$ cat src/hdl/quad_pot_defines.svh
`ifndef QUAD_POT_DEFINES_SVH
`define QUAD_POT_DEFINES_SVH
`define SYS_CLK_MHZ 125
`define NV_WRITE_TIME_US 10000
`define F_OPC 7:4
`define F_RSEL 3:2
`define F_PSEL 1:0
`define F_DEVTYPE 7:4
`define F_DEVADDR 3:0
`define OP_RD_WIPER 4'h9
`define OP_WR_WIPER 4'hA
`define OP_RD_SETTING 4'hB
`define OP_WR_SETTING 4'hC
`define OP_LOAD_WIPER 4'hD
`define OP_SAVE_WIPER 4'hE
`define OP_LOAD_ALL 4'h1
`define OP_SAVE_ALL 4'h8
`define OP_STEP 4'h2
`define SEL_ZERO 2'h0
`define BYTE_BITS 4'h8
`define WIPER_MAX 6'h3F
`define WIPER_MIN 6'h00
`define NV_ERASED 6'h00
`endif

$ cat src/hdl/quad_pot_pkg.sv
package quad_pot_pkg;
   typedef enum logic [3:0] {
      ST_IDLE, ST_ADDR, ST_ADDR_ACK, ST_INSTR, ST_INSTR_ACK,
      ST_DATA_RX, ST_DATA_ACK, ST_DATA_TX, ST_STEP, ST_WAIT
   } link_state_t;
   typedef logic [5:0] tap_t;
endpackage : quad_pot_pkg

$ cat src/hdl/quad_pot_command_decoder.sv
`timescale 1ns/1ps
`default_nettype none
`include "quad_pot_defines.svh"
// Operation
// - Ack address only when straps match
// - Stop after NV command starts write, inputs ignored
// - No address ack while NV write busy
// - Instruction byte: opcode, register, pot fields
// - Opcode 1001 reads wiper register
// - Opcode 1010 writes wiper register
// - Opcode 1011 reads stored setting
// - Opcode 1100 writes stored setting, nonvolatile
// - Opcode 1101 copies setting into wiper
// - Opcode 1110 saves wiper into setting
// - Opcode 0001 global setting to wipers
// - Opcode 1000 global wipers to settings
// - Opcode 0010 arms step mode
// - Transfers finish after instruction byte, stop
// - Tap output follows transfer after settle delay
// - Wiper save busy for full write time
// - Register reads and writes use three bytes
// - Clock high with data steps wiper
// - Six-bit counter decoded to one tap
// - Reset loads wiper from setting zero
// - Stored setting writes finish within 10ms
// - Write-protect low blocks nonvolatile writes
// - Upper address bits match device type
// - Ack address, instruction and data byte
module quad_pot_command_decoder
   import quad_pot_pkg::*;
#(
   parameter logic [3:0] DEV_TYPE = 4'hA, // Arbitrary value
   parameter int NV_WRITE_CYCLES = `NV_WRITE_TIME_US * `SYS_CLK_MHZ,
   parameter int WIPER_SETTLE_NS = 1000
) (
   input wire logic i_clk_sys,
   input wire logic i_sys_rst,
   input wire logic i_scl,
   input wire logic i_sda,
   output logic o_sda,
   output logic o_sda_oe_n,
   input wire logic [3:0] i_addr_sel,
   input wire logic i_write_protect_n,
   output logic [23:0] o_wiper_pos,
   output logic [255:0] o_wiper_tap,
   output logic o_nv_busy
);
   localparam int BW = $clog2(NV_WRITE_CYCLES + 1);
   localparam int SETTLE_CYCLES = (WIPER_SETTLE_NS * `SYS_CLK_MHZ + 999) / 1000;

   logic scl_s1_r, scl_s2_r, scl_d_r, sda_s1_r, sda_s2_r, sda_d_r;
   logic [3:0] addr_s1_r, addr_s2_r;
   logic wp_s1_r, wp_s2_r;
   logic scl_rise, scl_fall, start_cond, stop_cond;
   link_state_t st_r, st_nxt;
   logic [3:0] cnt_r, cnt_nxt;
   logic [7:0] sh_r, sh_nxt, instr_r, instr_nxt, data_r, data_nxt;
   logic armed_r, armed_nxt, oe_n_r, oe_n_nxt;
   logic [3:0][5:0] wiper_r, wiper_nxt;
   // Settings array is nonvolatile: contents never cleared by reset
   logic [15:0][5:0] nv_r = {16{`NV_ERASED}};
   logic [15:0][5:0] nv_nxt;
   logic [3:0][63:0] onehot_r, onehot_nxt;
   logic [BW-1:0] busy_r, busy_nxt, settle_r, settle_nxt;
   logic busy;
   logic [3:0] op;
   logic [1:0] rs, ps;
   logic rx_valid;

   // Pins are asynchronous to i_clk_sys; third stage only feeds edge logic
   always_ff @(posedge i_clk_sys) begin
      scl_s1_r <= i_scl;
      scl_s2_r <= scl_s1_r;
      scl_d_r <= scl_s2_r;
      sda_s1_r <= i_sda;
      sda_s2_r <= sda_s1_r;
      sda_d_r <= sda_s2_r;
      addr_s1_r <= i_addr_sel;
      addr_s2_r <= addr_s1_r;
      wp_s1_r <= i_write_protect_n;
      wp_s2_r <= wp_s1_r;
   end

   assign scl_rise = scl_s2_r & ~scl_d_r;
   assign scl_fall = ~scl_s2_r & scl_d_r;
   assign start_cond = scl_s2_r & scl_d_r & sda_d_r & ~sda_s2_r;
   assign stop_cond = scl_s2_r & scl_d_r & ~sda_d_r & sda_s2_r;
   assign busy = (busy_r != '0);
   assign op = instr_r[`F_OPC];
   assign rs = instr_r[`F_RSEL];
   assign ps = instr_r[`F_PSEL];

   // Legal opcode and field combinations
   always_comb begin
      case (sh_r[`F_OPC])
         `OP_RD_WIPER, `OP_WR_WIPER, `OP_STEP: rx_valid = (sh_r[`F_RSEL] == `SEL_ZERO);
         `OP_RD_SETTING, `OP_WR_SETTING, `OP_LOAD_WIPER, `OP_SAVE_WIPER: rx_valid = 1'b1;
         `OP_LOAD_ALL, `OP_SAVE_ALL: rx_valid = (sh_r[`F_PSEL] == `SEL_ZERO);
         default: rx_valid = 1'b0;
      endcase
   end

   always_comb begin
      st_nxt = st_r;
      cnt_nxt = cnt_r;
      sh_nxt = sh_r;
      instr_nxt = instr_r;
      data_nxt = data_r;
      armed_nxt = armed_r;
      oe_n_nxt = oe_n_r;
      wiper_nxt = wiper_r;
      nv_nxt = nv_r;
      busy_nxt = busy ? busy_r - 1'b1 : busy_r;
      settle_nxt = (settle_r != '0) ? settle_r - 1'b1 : settle_r;
      onehot_nxt = onehot_r;
      if (busy) begin
         // Bus is deaf during the write, so polls go unanswered
         st_nxt = ST_IDLE;
         oe_n_nxt = 1'b1;
         armed_nxt = 1'b0;
      end else if (start_cond) begin
         st_nxt = ST_ADDR;
         cnt_nxt = '0;
         oe_n_nxt = 1'b1;
         armed_nxt = 1'b0;
      end else if (stop_cond) begin
         st_nxt = ST_IDLE;
         oe_n_nxt = 1'b1;
         armed_nxt = 1'b0;
         if (armed_r) begin
            case (op)
               `OP_WR_WIPER: wiper_nxt[ps] = data_r[5:0];
               `OP_WR_SETTING: if (wp_s2_r) begin
                  nv_nxt[{ps, rs}] = data_r[5:0];
                  busy_nxt = BW'(NV_WRITE_CYCLES);
               end
               `OP_LOAD_WIPER: begin
                  wiper_nxt[ps] = nv_r[{ps, rs}];
                  settle_nxt = BW'(SETTLE_CYCLES);
               end
               `OP_SAVE_WIPER: if (wp_s2_r) begin
                  nv_nxt[{ps, rs}] = wiper_r[ps];
                  busy_nxt = BW'(NV_WRITE_CYCLES);
               end
               `OP_LOAD_ALL: begin
                  for (int k = 0; k < 4; k++) wiper_nxt[k] = nv_r[{2'(k), rs}];
                  settle_nxt = BW'(SETTLE_CYCLES);
               end
               `OP_SAVE_ALL: if (wp_s2_r) begin
                  for (int k = 0; k < 4; k++) nv_nxt[{2'(k), rs}] = wiper_r[k];
                  busy_nxt = BW'(NV_WRITE_CYCLES);
               end
               default: ;
            endcase
         end
      end else begin
         case (st_r)
            ST_ADDR, ST_INSTR, ST_DATA_RX: begin
               if (scl_rise) begin
                  sh_nxt = {sh_r[6:0], sda_s2_r};
                  cnt_nxt = cnt_r + 1'b1;
               end
               if (scl_fall && cnt_r == `BYTE_BITS) begin
                  cnt_nxt = '0;
                  st_nxt = ST_IDLE;
                  if (st_r == ST_ADDR) begin
                     if (sh_r[`F_DEVTYPE] == DEV_TYPE && sh_r[`F_DEVADDR] == addr_s2_r) begin
                        oe_n_nxt = 1'b0;
                        st_nxt = ST_ADDR_ACK;
                     end
                  end else if (st_r == ST_INSTR) begin
                     if (rx_valid) begin
                        oe_n_nxt = 1'b0;
                        instr_nxt = sh_r;
                        st_nxt = ST_INSTR_ACK;
                     end
                  end else begin
                     oe_n_nxt = 1'b0;
                     data_nxt = sh_r;
                     armed_nxt = 1'b1;
                     st_nxt = ST_DATA_ACK;
                  end
               end
            end
            ST_ADDR_ACK: if (scl_fall) begin
               oe_n_nxt = 1'b1;
               st_nxt = ST_INSTR;
            end
            ST_INSTR_ACK: if (scl_fall) begin
               oe_n_nxt = 1'b1;
               cnt_nxt = '0;
               case (op)
                  `OP_RD_WIPER, `OP_RD_SETTING: begin
                     // Upper two bits of a read byte are zero
                     sh_nxt = {2'b00, (op == `OP_RD_WIPER) ? wiper_r[ps]
                                                          : nv_r[{ps, rs}]};
                     oe_n_nxt = 1'b0;
                     st_nxt = ST_DATA_TX;
                  end
                  `OP_WR_WIPER, `OP_WR_SETTING: st_nxt = ST_DATA_RX;
                  `OP_STEP: st_nxt = ST_STEP;
                  default: begin
                     armed_nxt = 1'b1;
                     st_nxt = ST_WAIT;
                  end
               endcase
            end
            ST_DATA_ACK: if (scl_fall) begin
               oe_n_nxt = 1'b1;
               st_nxt = ST_WAIT;
            end
            ST_DATA_TX: begin
               if (scl_rise) cnt_nxt = cnt_r + 1'b1;
               if (scl_fall) begin
                  if (cnt_r == `BYTE_BITS) begin
                     // Master ack is not checked; only a stop or a new start ends the frame
                     oe_n_nxt = 1'b1;
                     st_nxt = ST_WAIT;
                  end else begin
                     sh_nxt = {sh_r[6:0], 1'b0};
                     oe_n_nxt = sh_r[6];
                  end
               end
            end
            ST_STEP: if (scl_rise) begin
               if (sda_s2_r && wiper_r[ps] != `WIPER_MAX) begin
                  wiper_nxt[ps] = wiper_r[ps] + 1'b1;
               end else if (!sda_s2_r && wiper_r[ps] != `WIPER_MIN) begin
                  wiper_nxt[ps] = wiper_r[ps] - 1'b1;
               end
            end
            default: ;
         endcase
      end
      if (st_r == ST_DATA_TX && !(busy || start_cond || stop_cond) && scl_fall
          && cnt_r != `BYTE_BITS) oe_n_nxt = sh_r[6];
      for (int k = 0; k < 4; k++) begin
         // Switch change waits out a transfer; one tap on at a time
         if (settle_r == '0) onehot_nxt[k] = 64'h1 << wiper_r[k];
      end
   end

   always_ff @(posedge i_clk_sys) begin
      nv_r <= nv_nxt;
      if (i_sys_rst) begin
         st_r <= ST_IDLE;
         cnt_r <= '0;
         sh_r <= '0;
         instr_r <= '0;
         data_r <= '0;
         armed_r <= 1'b0;
         oe_n_r <= 1'b1;
         busy_r <= '0;
         settle_r <= '0;
         for (int k = 0; k < 4; k++) begin
            wiper_r[k] <= nv_r[{2'(k), 2'b00}];
            onehot_r[k] <= 64'h1 << nv_r[{2'(k), 2'b00}];
         end
      end else begin
         st_r <= st_nxt;
         cnt_r <= cnt_nxt;
         sh_r <= sh_nxt;
         instr_r <= instr_nxt;
         data_r <= data_nxt;
         armed_r <= armed_nxt;
         oe_n_r <= oe_n_nxt;
         busy_r <= busy_nxt;
         settle_r <= settle_nxt;
         wiper_r <= wiper_nxt;
         onehot_r <= onehot_nxt;
      end
   end

   assign o_sda = 1'b0;
   assign o_sda_oe_n = oe_n_r;
   assign o_wiper_pos = wiper_r;
   assign o_wiper_tap = onehot_r;
   assign o_nv_busy = busy;
endmodule : quad_pot_command_decoder
`default_nettype wire

$ cat config.mk
export PLATFORM = sky130hd
export DESIGN_NAME = quad_pot_command_decoder
export DESIGN_NICKNAME = d
export VERILOG_FILES = /design/src/hdl/quad_pot_pkg.sv /design/src/hdl/quad_pot_command_decoder.sv
export VERILOG_INCLUDE_DIRS = /design/src /design/src/hdl
export SDC_FILE = /design/constraint.sdc
export NUM_CORES = 1
export LEC_CHECK = 0
export ABC_AREA = 0
export BUFFER_PORTS_ARGS = -buffer_cell sky130_fd_sc_hd__buf_2
export CAP_MARGIN = 10
export CORE_ASPECT_RATIO = 0.8
export CORE_MARGIN = 2
export CORE_UTILIZATION = 45
export DETAILED_ROUTE_END_ITERATION = 7
export GPL_ROUTABILITY_DRIVEN = 0
export PLACE_DENSITY = 0.66
export REMOVE_ABC_BUFFERS = 1
export SETUP_SLACK_MARGIN = 0.3
export SYNTH_ARGS = -nofsm -noshare
export SYNTH_HDL_FRONTEND = slang
export SYNTH_SLANG_ARGS = --single-unit
$ cat constraint.sdc
create_clock -name i_clk_sys -period 16.6 [get_ports i_clk_sys]
set_input_delay 1.66 -clock i_clk_sys [delete_from_list [all_inputs] [get_ports i_clk_sys]]
set_output_delay 1.66 -clock i_clk_sys [all_outputs]
set_load 0.03 [all_outputs]
; Word level (Yosys, flattened, before mapping)
; Cells that the tools add are included.
[totals]
reg_bits = 466
latchBits = 0
ramBits = 0
romBits = 0
in_bits = 9
output_inout_bits = 283
elab_cells = 319
mem_count = 0
[op_classes]
add_sub_neg = 5
mul = 0
n_div = 0
order_cmp = 12
eq_ne = 63
shifts = 8
mux = 115
bitwise = 16
reduce_logical = 56
[op_table]
columns = operator, n
row1 = $bwmux 96, 6
row2 = $shl 1x6->64 const A, 8
row3 = $mux 96, 3
row4 = $pmux 96 s3, 1
row5 = $mux 21, 13
row6 = $mux 256, 1
row7 = $mux 64, 4
row8 = $mux 24, 9
row9 = $bwmux 24, 4
row10 = $mux 6, 13
row11 = $pmux 24 s3, 1
row12 = $eq 4x4->1 const B, 16
row13 = $bmux 6 s2, 5
row14 = $demux 6 s2, 5
row15 = $mux 4, 13
row16 = $reduce_bool 21->1, 2
row17 = $sub 21x1->21 const B, 2
row18 = $mux 8, 5
row19 = $ne 2x2->1 const B, 18
row20 = $reduce_and 7->1, 5
row21 = $ne 4x4->1 const B, 7
row22 = $bmux 6 s4, 1
row23 = $demux 6 s4, 1
row24 = $pmux 4 s3, 2
row25 = 52 further kinds, 130

; Longest topological paths before layout
; Gate-level depths: netlist (run 1).
[depth]
word_depth = 13
ltp_mapped = 12
mapped_depth_nobuf = 9

; Worst setup path before layout (run 1)
; Ideal clock, no wire load.
[synth_timing]
kind = input to register
from = input i_sys_rst
to = register onehot_r (netlist bit o_wiper_tap[0]) (enable)
setup_ns = 0.511
arrival_ns = 5.901
t_required_ns = 16.089
path_slack_ns = 10.188
cell_stages = 5
path_buffers = 4
path_cell_list = clkbuf_1 clkbuf_1 clkbuf_1 buf_1 or2_2
[synth_between]
elab_chain_len = 1
[synth_rtl]
columns = element, line_no
row1 = start: declaration, quad_pot_command_decoder.sv:37  ; input wire logic i_sys_rst,
row2 = $reduce_bool 2->1 (no line), n/a
row3 = end signal: indexed assignment, quad_pot_command_decoder.sv:257  ; onehot_r[k] <= 64'h1 << nv_r[{2'(k), 2'b00}];
row4 = end signal: assignment, quad_pot_command_decoder.sv:270  ; onehot_r <= onehot_nxt;
row5 = end: declaration, quad_pot_command_decoder.sv:63  ; logic [3:0][63:0] onehot_r, onehot_nxt;
; No other way between the ends.
; A chain may end at the register's enable or synchronous reset.

; Worst setup path in the final report (run 1)
[layout_timing]
from = register settle_r[9]
to = register onehot_r (netlist bit o_wiper_tap[231]) (enable)
[layout_between]
elab_chain_len = 2
[layout_rtl]
columns = element, line_no
row1 = start: declaration, quad_pot_command_decoder.sv:64  ; logic [BW-1:0] busy_r, busy_nxt, settle_r, settle_nxt;
row2 = start signal: assignment, quad_pot_command_decoder.sv:268  ; settle_r <= settle_nxt;
row3 = $logic_not 21->1, quad_pot_command_decoder.sv:239  ; if (settle_r == '0) onehot_nxt[k] = 64'h1 << wiper_r[k];
row4 = $reduce_bool 2->1 (no line), n/a
; No other way between the ends.

==> impl_metrics.toml, run 1 <==
[synthesis]
ys.flop_type = "edfxtp_1"
netlist_area_um2 = 23050
avgSynthCellArea_um2 = 10.32
synth_cells = 2234
synth_area_leader_cell = "edfxtp_1"
synth_edf_count = 376
ys_async_sr_fraction = 0
synth.area.top_cells = "edfxtp_1 49%, dfxtp_1 7.8%, nor2_1 5.7%"
ys.warnings.count = 0
synth_common_cells = "376 x edfxtp_1, 349 x nor2_1, 291 x nand2_1, 173 x a21oi_1, 155 x clkbuf_1"
synth.top_cell.area_share = 0.4899
yosysMostFrequentCell = "edfxtp_1"
ys_types = 74
ys_seq_area_frac = 0.5681
ys_ff_latch = 466

[run]
drv_cap = 0

[critical_path]
critical_path.max_fanout = 80
worst_path_largest_cell_delay_ps = 880
r2r-start = "settle_r[9]"
worstPathRequired_ps = 16820
cp.depth = 6
startpoint = "settle_r[9]"
crit_buf_inv = 2
rr_endpoint = "o_wiper_tap[231]"
worst-setup-path-type = "flip-flop to flip-flop"
cp_common_cell = "buf_4"
cp.arrival_ps = 4820
r2r_slack_ps = 12000
path_delay_family = "simple AND/OR/NAND/NOR gates"
worstSetupEndpointType = "flip-flop"
crit_end = "o_wiper_tap[231]"
r2r_cells = 6
path_cells = "or4_1, nor4_1, and4_1, or2_4, buf_4, buf_4"
cpMaxStageDelayCell = "buf_4"
startpoint_type = "flip-flop"

[run_status]
status = "completed"

[route]
wire_per_inst_um = 22.78
vias = 19330
drc = 0
routed_wl_mm = 72.09
via_per_inst = 6.109
firstDrtPassIters = 7
drt-initial-drc-count = 2782
postRouteAntennaNets = 0

[timing]
final_max_slew_viol_count = 0
worst_pin_slew_ps = 1286
rsz0062_at_grt = "false"
fin_skew_ps = 17.37
min_period_over_period = 0.2768
max_freq_mhz = 217.6
tns_ps = 0
timing.slew.headroom = 0.1369
post-route-min-period_ps = 4595
hold_violations = 0
setup_viol = 0
fin_ws_ps = 12000

[placed_design]
dp_slack_ps = 12030
dp_cells = 3077
port_buffers = 290
post-dp-hpwl_mm = 48.17

[pwr]
p_total_mw = 3.491
vdd_drop_max_mv = 0.08069
p_leak_nw = 9.936
power_density_nw_per_um2 = 131.4

[floorplanning]
fp.dieW_um = 257.0
coreArea_um2 = 50830
num_io_pins = 292
rows = 74
initial_core_util = 0.4534
die-area_um2 = 53050
fp.dieH_um = 206.4

[cells_and_area]
final_cells = 3165
syn2layout_area_growth_pct = 15.26
drive_gt1_frac = 0.1971
antenna-diode-count = 0
nets = 2461

[grt]
antenna_found_initial = 1
grt_max_degree = 92
grt_pass1_wl_mm = 107.5
grt_pass1_vias = 17800
gr-usage-all-layers = 0.2628
overflow = 0

[hold_path]
holdPathStages = 0
hold_path.class = "flip-flop to flip-flop"

[clocking]
clock_latency_ps = 610
clkSinkCount = 466
root_buffer = "clkbuf_16"
clk_path_buf_depth = 3
cts_tree = "built"
htree_levels = 2
cts_resized = 0
cts_hold_buf = 0
cts_made_buffers = 48
clkSlewWorstSetupHoldPaths_ps = 60
post_cts_buffers = 0
## metal layers
metal	wire, um	track usage
met1	28720	0.3695
met2	31210	0.3835
met3	8979	0.06819
met4	3184	0.1140
met5	0	0
## worst min path at each step
| stage | startpoint | end | slack [ps] |
|---|---|---|---|
| after global routing | addr_s1_r[0] | addr_s2_r[0] | 340 |
| after detailed placement | sda_s1_r | sda_s2_r | 320 |
| after floorplan | addr_s1_r[0] | addr_s2_r[0] | 310 |
| final | sda_s1_r | sda_s2_r | 330 |
| after CTS | wp_s1_r | wp_s2_r | 330 |
| after global placement | addr_s1_r[0] | addr_s2_r[0] | 310 |
## cells by family (layout without fill, tap and decap cells)
group | after synthesis | count (layout) | synth area share
buffers and inverters | 213 | 460 | 0.03496
AO/OA/AOI/OAI | 524 | 524 | 0.1493
adder cells (fa/ha/maj) | 8 | 8 | 0.004343
flip-flops | 466 | 466 | 0.5681
other | 1 | 1 | 0.0001627
AND/OR/NAND/NOR | 899 | 899 | 0.1719
XOR/XNOR | 44 | 44 | 0.01672
multiplexers | 79 | 79 | 0.05451
## where the power goes
group / internal [mW] / switching, mW
Clock: 0.598 / 0.465
Sequential: 1.48 / 0.0876
Combinational: 0.226 / 0.630
Total: 2.31 / 1.18
## per-stage QoR
stage | utilization | cell area, um2 | hold slack [ps]
floorplan | - | 22400 | 309.6
global placement | 0.4925 | 25040 | 313.9
detailed placement | 0.4925 | 25040 | 315.4
CTS | 0.5224 | 26560 | 331.2
global route | 0.5226 | 26560 | 338.6
finish | 0.5226 | 26560 | 325.6
## cells in the final DEF, fill, tap and decap left out, types with 7 or more instances in the layout
master | netlist | routed
a21oi_1 | 173 | 173
a22oi_1 | 57 | 57
nand2_1 | 291 | 290
a32oi_1 | 10 | 10
or4_1 | 7 | 7
a221o_1 | 42 | 42
clkbuf_1 | 155 | 10
o41ai_1 | 10 | 10
o21bai_1 | 10 | 10
dfxtp_1 | 90 | 90
nor3b_1 | 9 | 9
a21o_1 | 13 | 13
nand2b_1 | 17 | 17
o221ai_1 | 24 | 24
clkinv_2 | 0 | 7
mux4_2 | 37 | 37
nor3_1 | 100 | 99
buf_4 | 1 | 42
buf_2 | 2 | 289
clkbuf_16 | 0 | 48
a31oi_1 | 28 | 28
nor2b_1 | 10 | 9
o21ai_0 | 96 | 96
ha_1 | 8 | 8
nor2_1 | 349 | 349
nand3_1 | 15 | 15
clkinv_1 | 0 | 9
nor4_1 | 9 | 9
edfxtp_1 | 376 | 376
and2_1 | 11 | 11
xnor2_1 | 25 | 25
xor2_1 | 19 | 19
inv_1 | 40 | 40
mux2i_1 | 40 | 40
or3_1 | 12 | 12
or2_2 | 40 | 39
## flip-flops by register name, summed over array words and instances (netlist names), 6 cells and up
name,cells
o_wiper_tap,256
nv_r,96
o_wiper_pos,24
busy_r,21
settle_r,21
instr_r,8
sh_r,8
data_r,6
## layout make-up
class	count	area, um2
clock buffers	62	1294
clock inverters	25	226.5
fillers	4489	24270
inverters	41	153.9
multi-input cells	1555	9168
flip-flops and latches	466	13090
well taps	684	855.8
repair buffers	332	1773
(Power assumes the default switching activity.)
==> run 2, diff against run 1 <==
clock period = 4.5 ns   (was 16.6 ns; I/O delays follow)
==> impl_metrics.toml, run 2 (synthesized netlist as in run 1, its figures left out) <==
[route]
drc = 2
via_per_inst = 6.074
drt-initial-drc-count = 2421
routed_wl_mm = 71.87
vias = 19500
firstDrtPassIters = 8
postRouteAntennaNets = 0
wire_per_inst_um = 22.38

[grt]
grt_pass1_wl_mm = 107.2
grt_max_degree = 123
gr-usage-all-layers = 0.2618
grt_pass1_vias = 17840
antenna_found_initial = 1
overflow = 0

[hold_path]
hold_path.class = "flip-flop to flip-flop"
holdPathStages = 0
min_to = "addr_s2_r[0]"
min_from = "addr_s1_r[0]"

[placed_design]
place_area_um2 = 25360
dp_cells = 3114
port_buffers = 290
post-dp-hpwl_mm = 49.27

[floorplanning]
initial_core_util = 0.4534
fp.dieH_um = 206.4
num_io_pins = 292
fp.dieW_um = 257.0
rows = 74
die-area_um2 = 53050
coreArea_um2 = 50830

[run_status]
status = "finished, violations left"
violations = "design-rule violations"

[cells_and_area]
nets = 2505
final_cells = 3211
fillers = 4446
largest_register_ffs = 256
design_area_um2 = 26980
final_common_cell = "edfxtp_1"
syn2layout_area_growth_pct = 17.05
drive_gt1_frac = 0.2070
final_cell_mix = "376 x edfxtp_1, 349 x nor2_1, 290 x nand2_1"

[critical_path]
worst_path_largest_cell_delay_ps = 770
worstPathRequired_ps = 4770
crit_buf_inv = 1
r2r_cells = 8
r2r_slack_ps = 650
critical_path.max_fanout = 14
path_cells = "mux4_2, inv_1, ha_1, nand2_1, or3_1, a41o_1, o211ai_1, o21bai_1"
r2r-start = "instr_r[0]"
cpMaxStageDelayCell = "dfxtp_1"
worst-setup-path-type = "flip-flop to flip-flop"
rr_endpoint = "o_wiper_pos[15]"
startpoint_type = "flip-flop"
cp.arrival_ps = 4120
path_delay_family = "compound AO/OA/AOI/OAI gates"
worstSetupEndpointType = "flip-flop"

[timing]
fin_skew_ps = 41.58
hold_violations = 0
setup_viol = 0
min_period_over_period = 0.8557
max_freq_mhz = 259.7
rsz0062_at_grt = "false"
post-route-min-period_ps = 3851
timing.slew.headroom = 0.1192
worst_pin_slew_ps = 1317
final_max_slew_viol_count = 0

[clocking]
cts_resized = 0
clkSinkCount = 466
clkSlewWorstSetupHoldPaths_ps = 60
htree_levels = 2
post_cts_buffers = 0
clock_latency_ps = 630
root_buffer = "clkbuf_16"
clk_path_buf_depth = 3
cts_made_buffers = 48
cts_tree = "built"

[pwr]
power_density_nw_per_um2 = 479.5
vdd_drop_max_mv = 0.2929
p_leak_nw = 10.18

[run]
drv_cap = 0
run 2: cell count changes in the layout (fill, tap and decap cells not counted), sizes merged:
cell,delta
buf,+36
bufinv,+2
clkinv,+3
clkinvlp,-3
diode,+1
dlygate4sd3,+7
run 2: how the worst max path moves through the flow:
stage,from,depth (start not counted),slack [ps],to
4_1_cts,instr_r[0],8,780,o_wiper_pos[14]
5_1_grt,instr_r[0],8,460,o_wiper_pos[14]
3_5_place_dp,instr_r[0],8,800,o_wiper_pos[4]
2_1_floorplan,settle_r[9],4,-930,o_wiper_tap[0]
6_report,instr_r[0],8,650,o_wiper_pos[15]
3_3_place_gp,instr_r[0],8,890,o_wiper_pos[21]
run 2: cell type report:
cell class	instances	area, um2	share of cell area
antenna	1	2.502	0.00009276
clock buffer	61	1250	0.04634
clock inverter	27	281.5	0.01044
inverter	41	153.9	0.005705
multi-input combinational	1555	9169	0.3399
sequential	466	13090	0.4853
tap	684	855.8	0.03173
timing repair buffer	376	2171	0.08047
run 2: metrics by stage:
stage | setup slack, ps | TNS (ps) | hold WS [ps] | total power [mW] | utilization
floorplan | -931.7 | -238520 | 309.6 | 8.088 | -
global placement | 886.7 | 0 | 312.5 | 8.989 | 0.4990
detailed placement | 797.7 | 0 | 312.8 | 9.054 | 0.4990
CTS | 782.8 | 0 | 326.8 | 13.02 | 0.5305
global route | 464.8 | 0 | 334.1 | 13.42 | 0.5306
finish | 649.3 | 0 | 325.8 | 12.93 | 0.5307
run 2: per-layer routing:
layer | part of all wire | wire length [um] | vias up | GRT usage
li1 | - | - | 8703 | -
met5 | 0 | 0 | - | 0
met3 | 0.12 | 8525 | 222 | 0.06708
met1 | 0.40 | 29030 | 9318 | 0.3662
met4 | 0.036 | 2614 | 0 | 0.09988
met2 | 0.44 | 31700 | 1260 | 0.3917
run 2: where the power goes:
part | leakage, nW | internal [mW] | total (mW) | switching (mW)
sequential | 4.41 | 5.46 | 5.75 | 0.286
combinational | 5.03 | 0.877 | 3.22 | 2.34
clock | 0.750 | 2.26 | 3.97 | 1.71
total | 10.2 | 8.60 | 12.9 | 4.34
run 2: repair_timing:
item                                    CTS  global route
hold buffers                              7             0
endpoints found under the hold margin     7             0
endpoints found under the setup margin    0             0
run 2: worst register-to-register path, stage by stage (launching register included):
cell and delay (ps):
dfxtp_1 770, mux4_2 730, inv_1 220, ha_1 230, nand2_1 130, or3_1 330, a41o_1 240, o211ai_1 490
o21bai_1 390
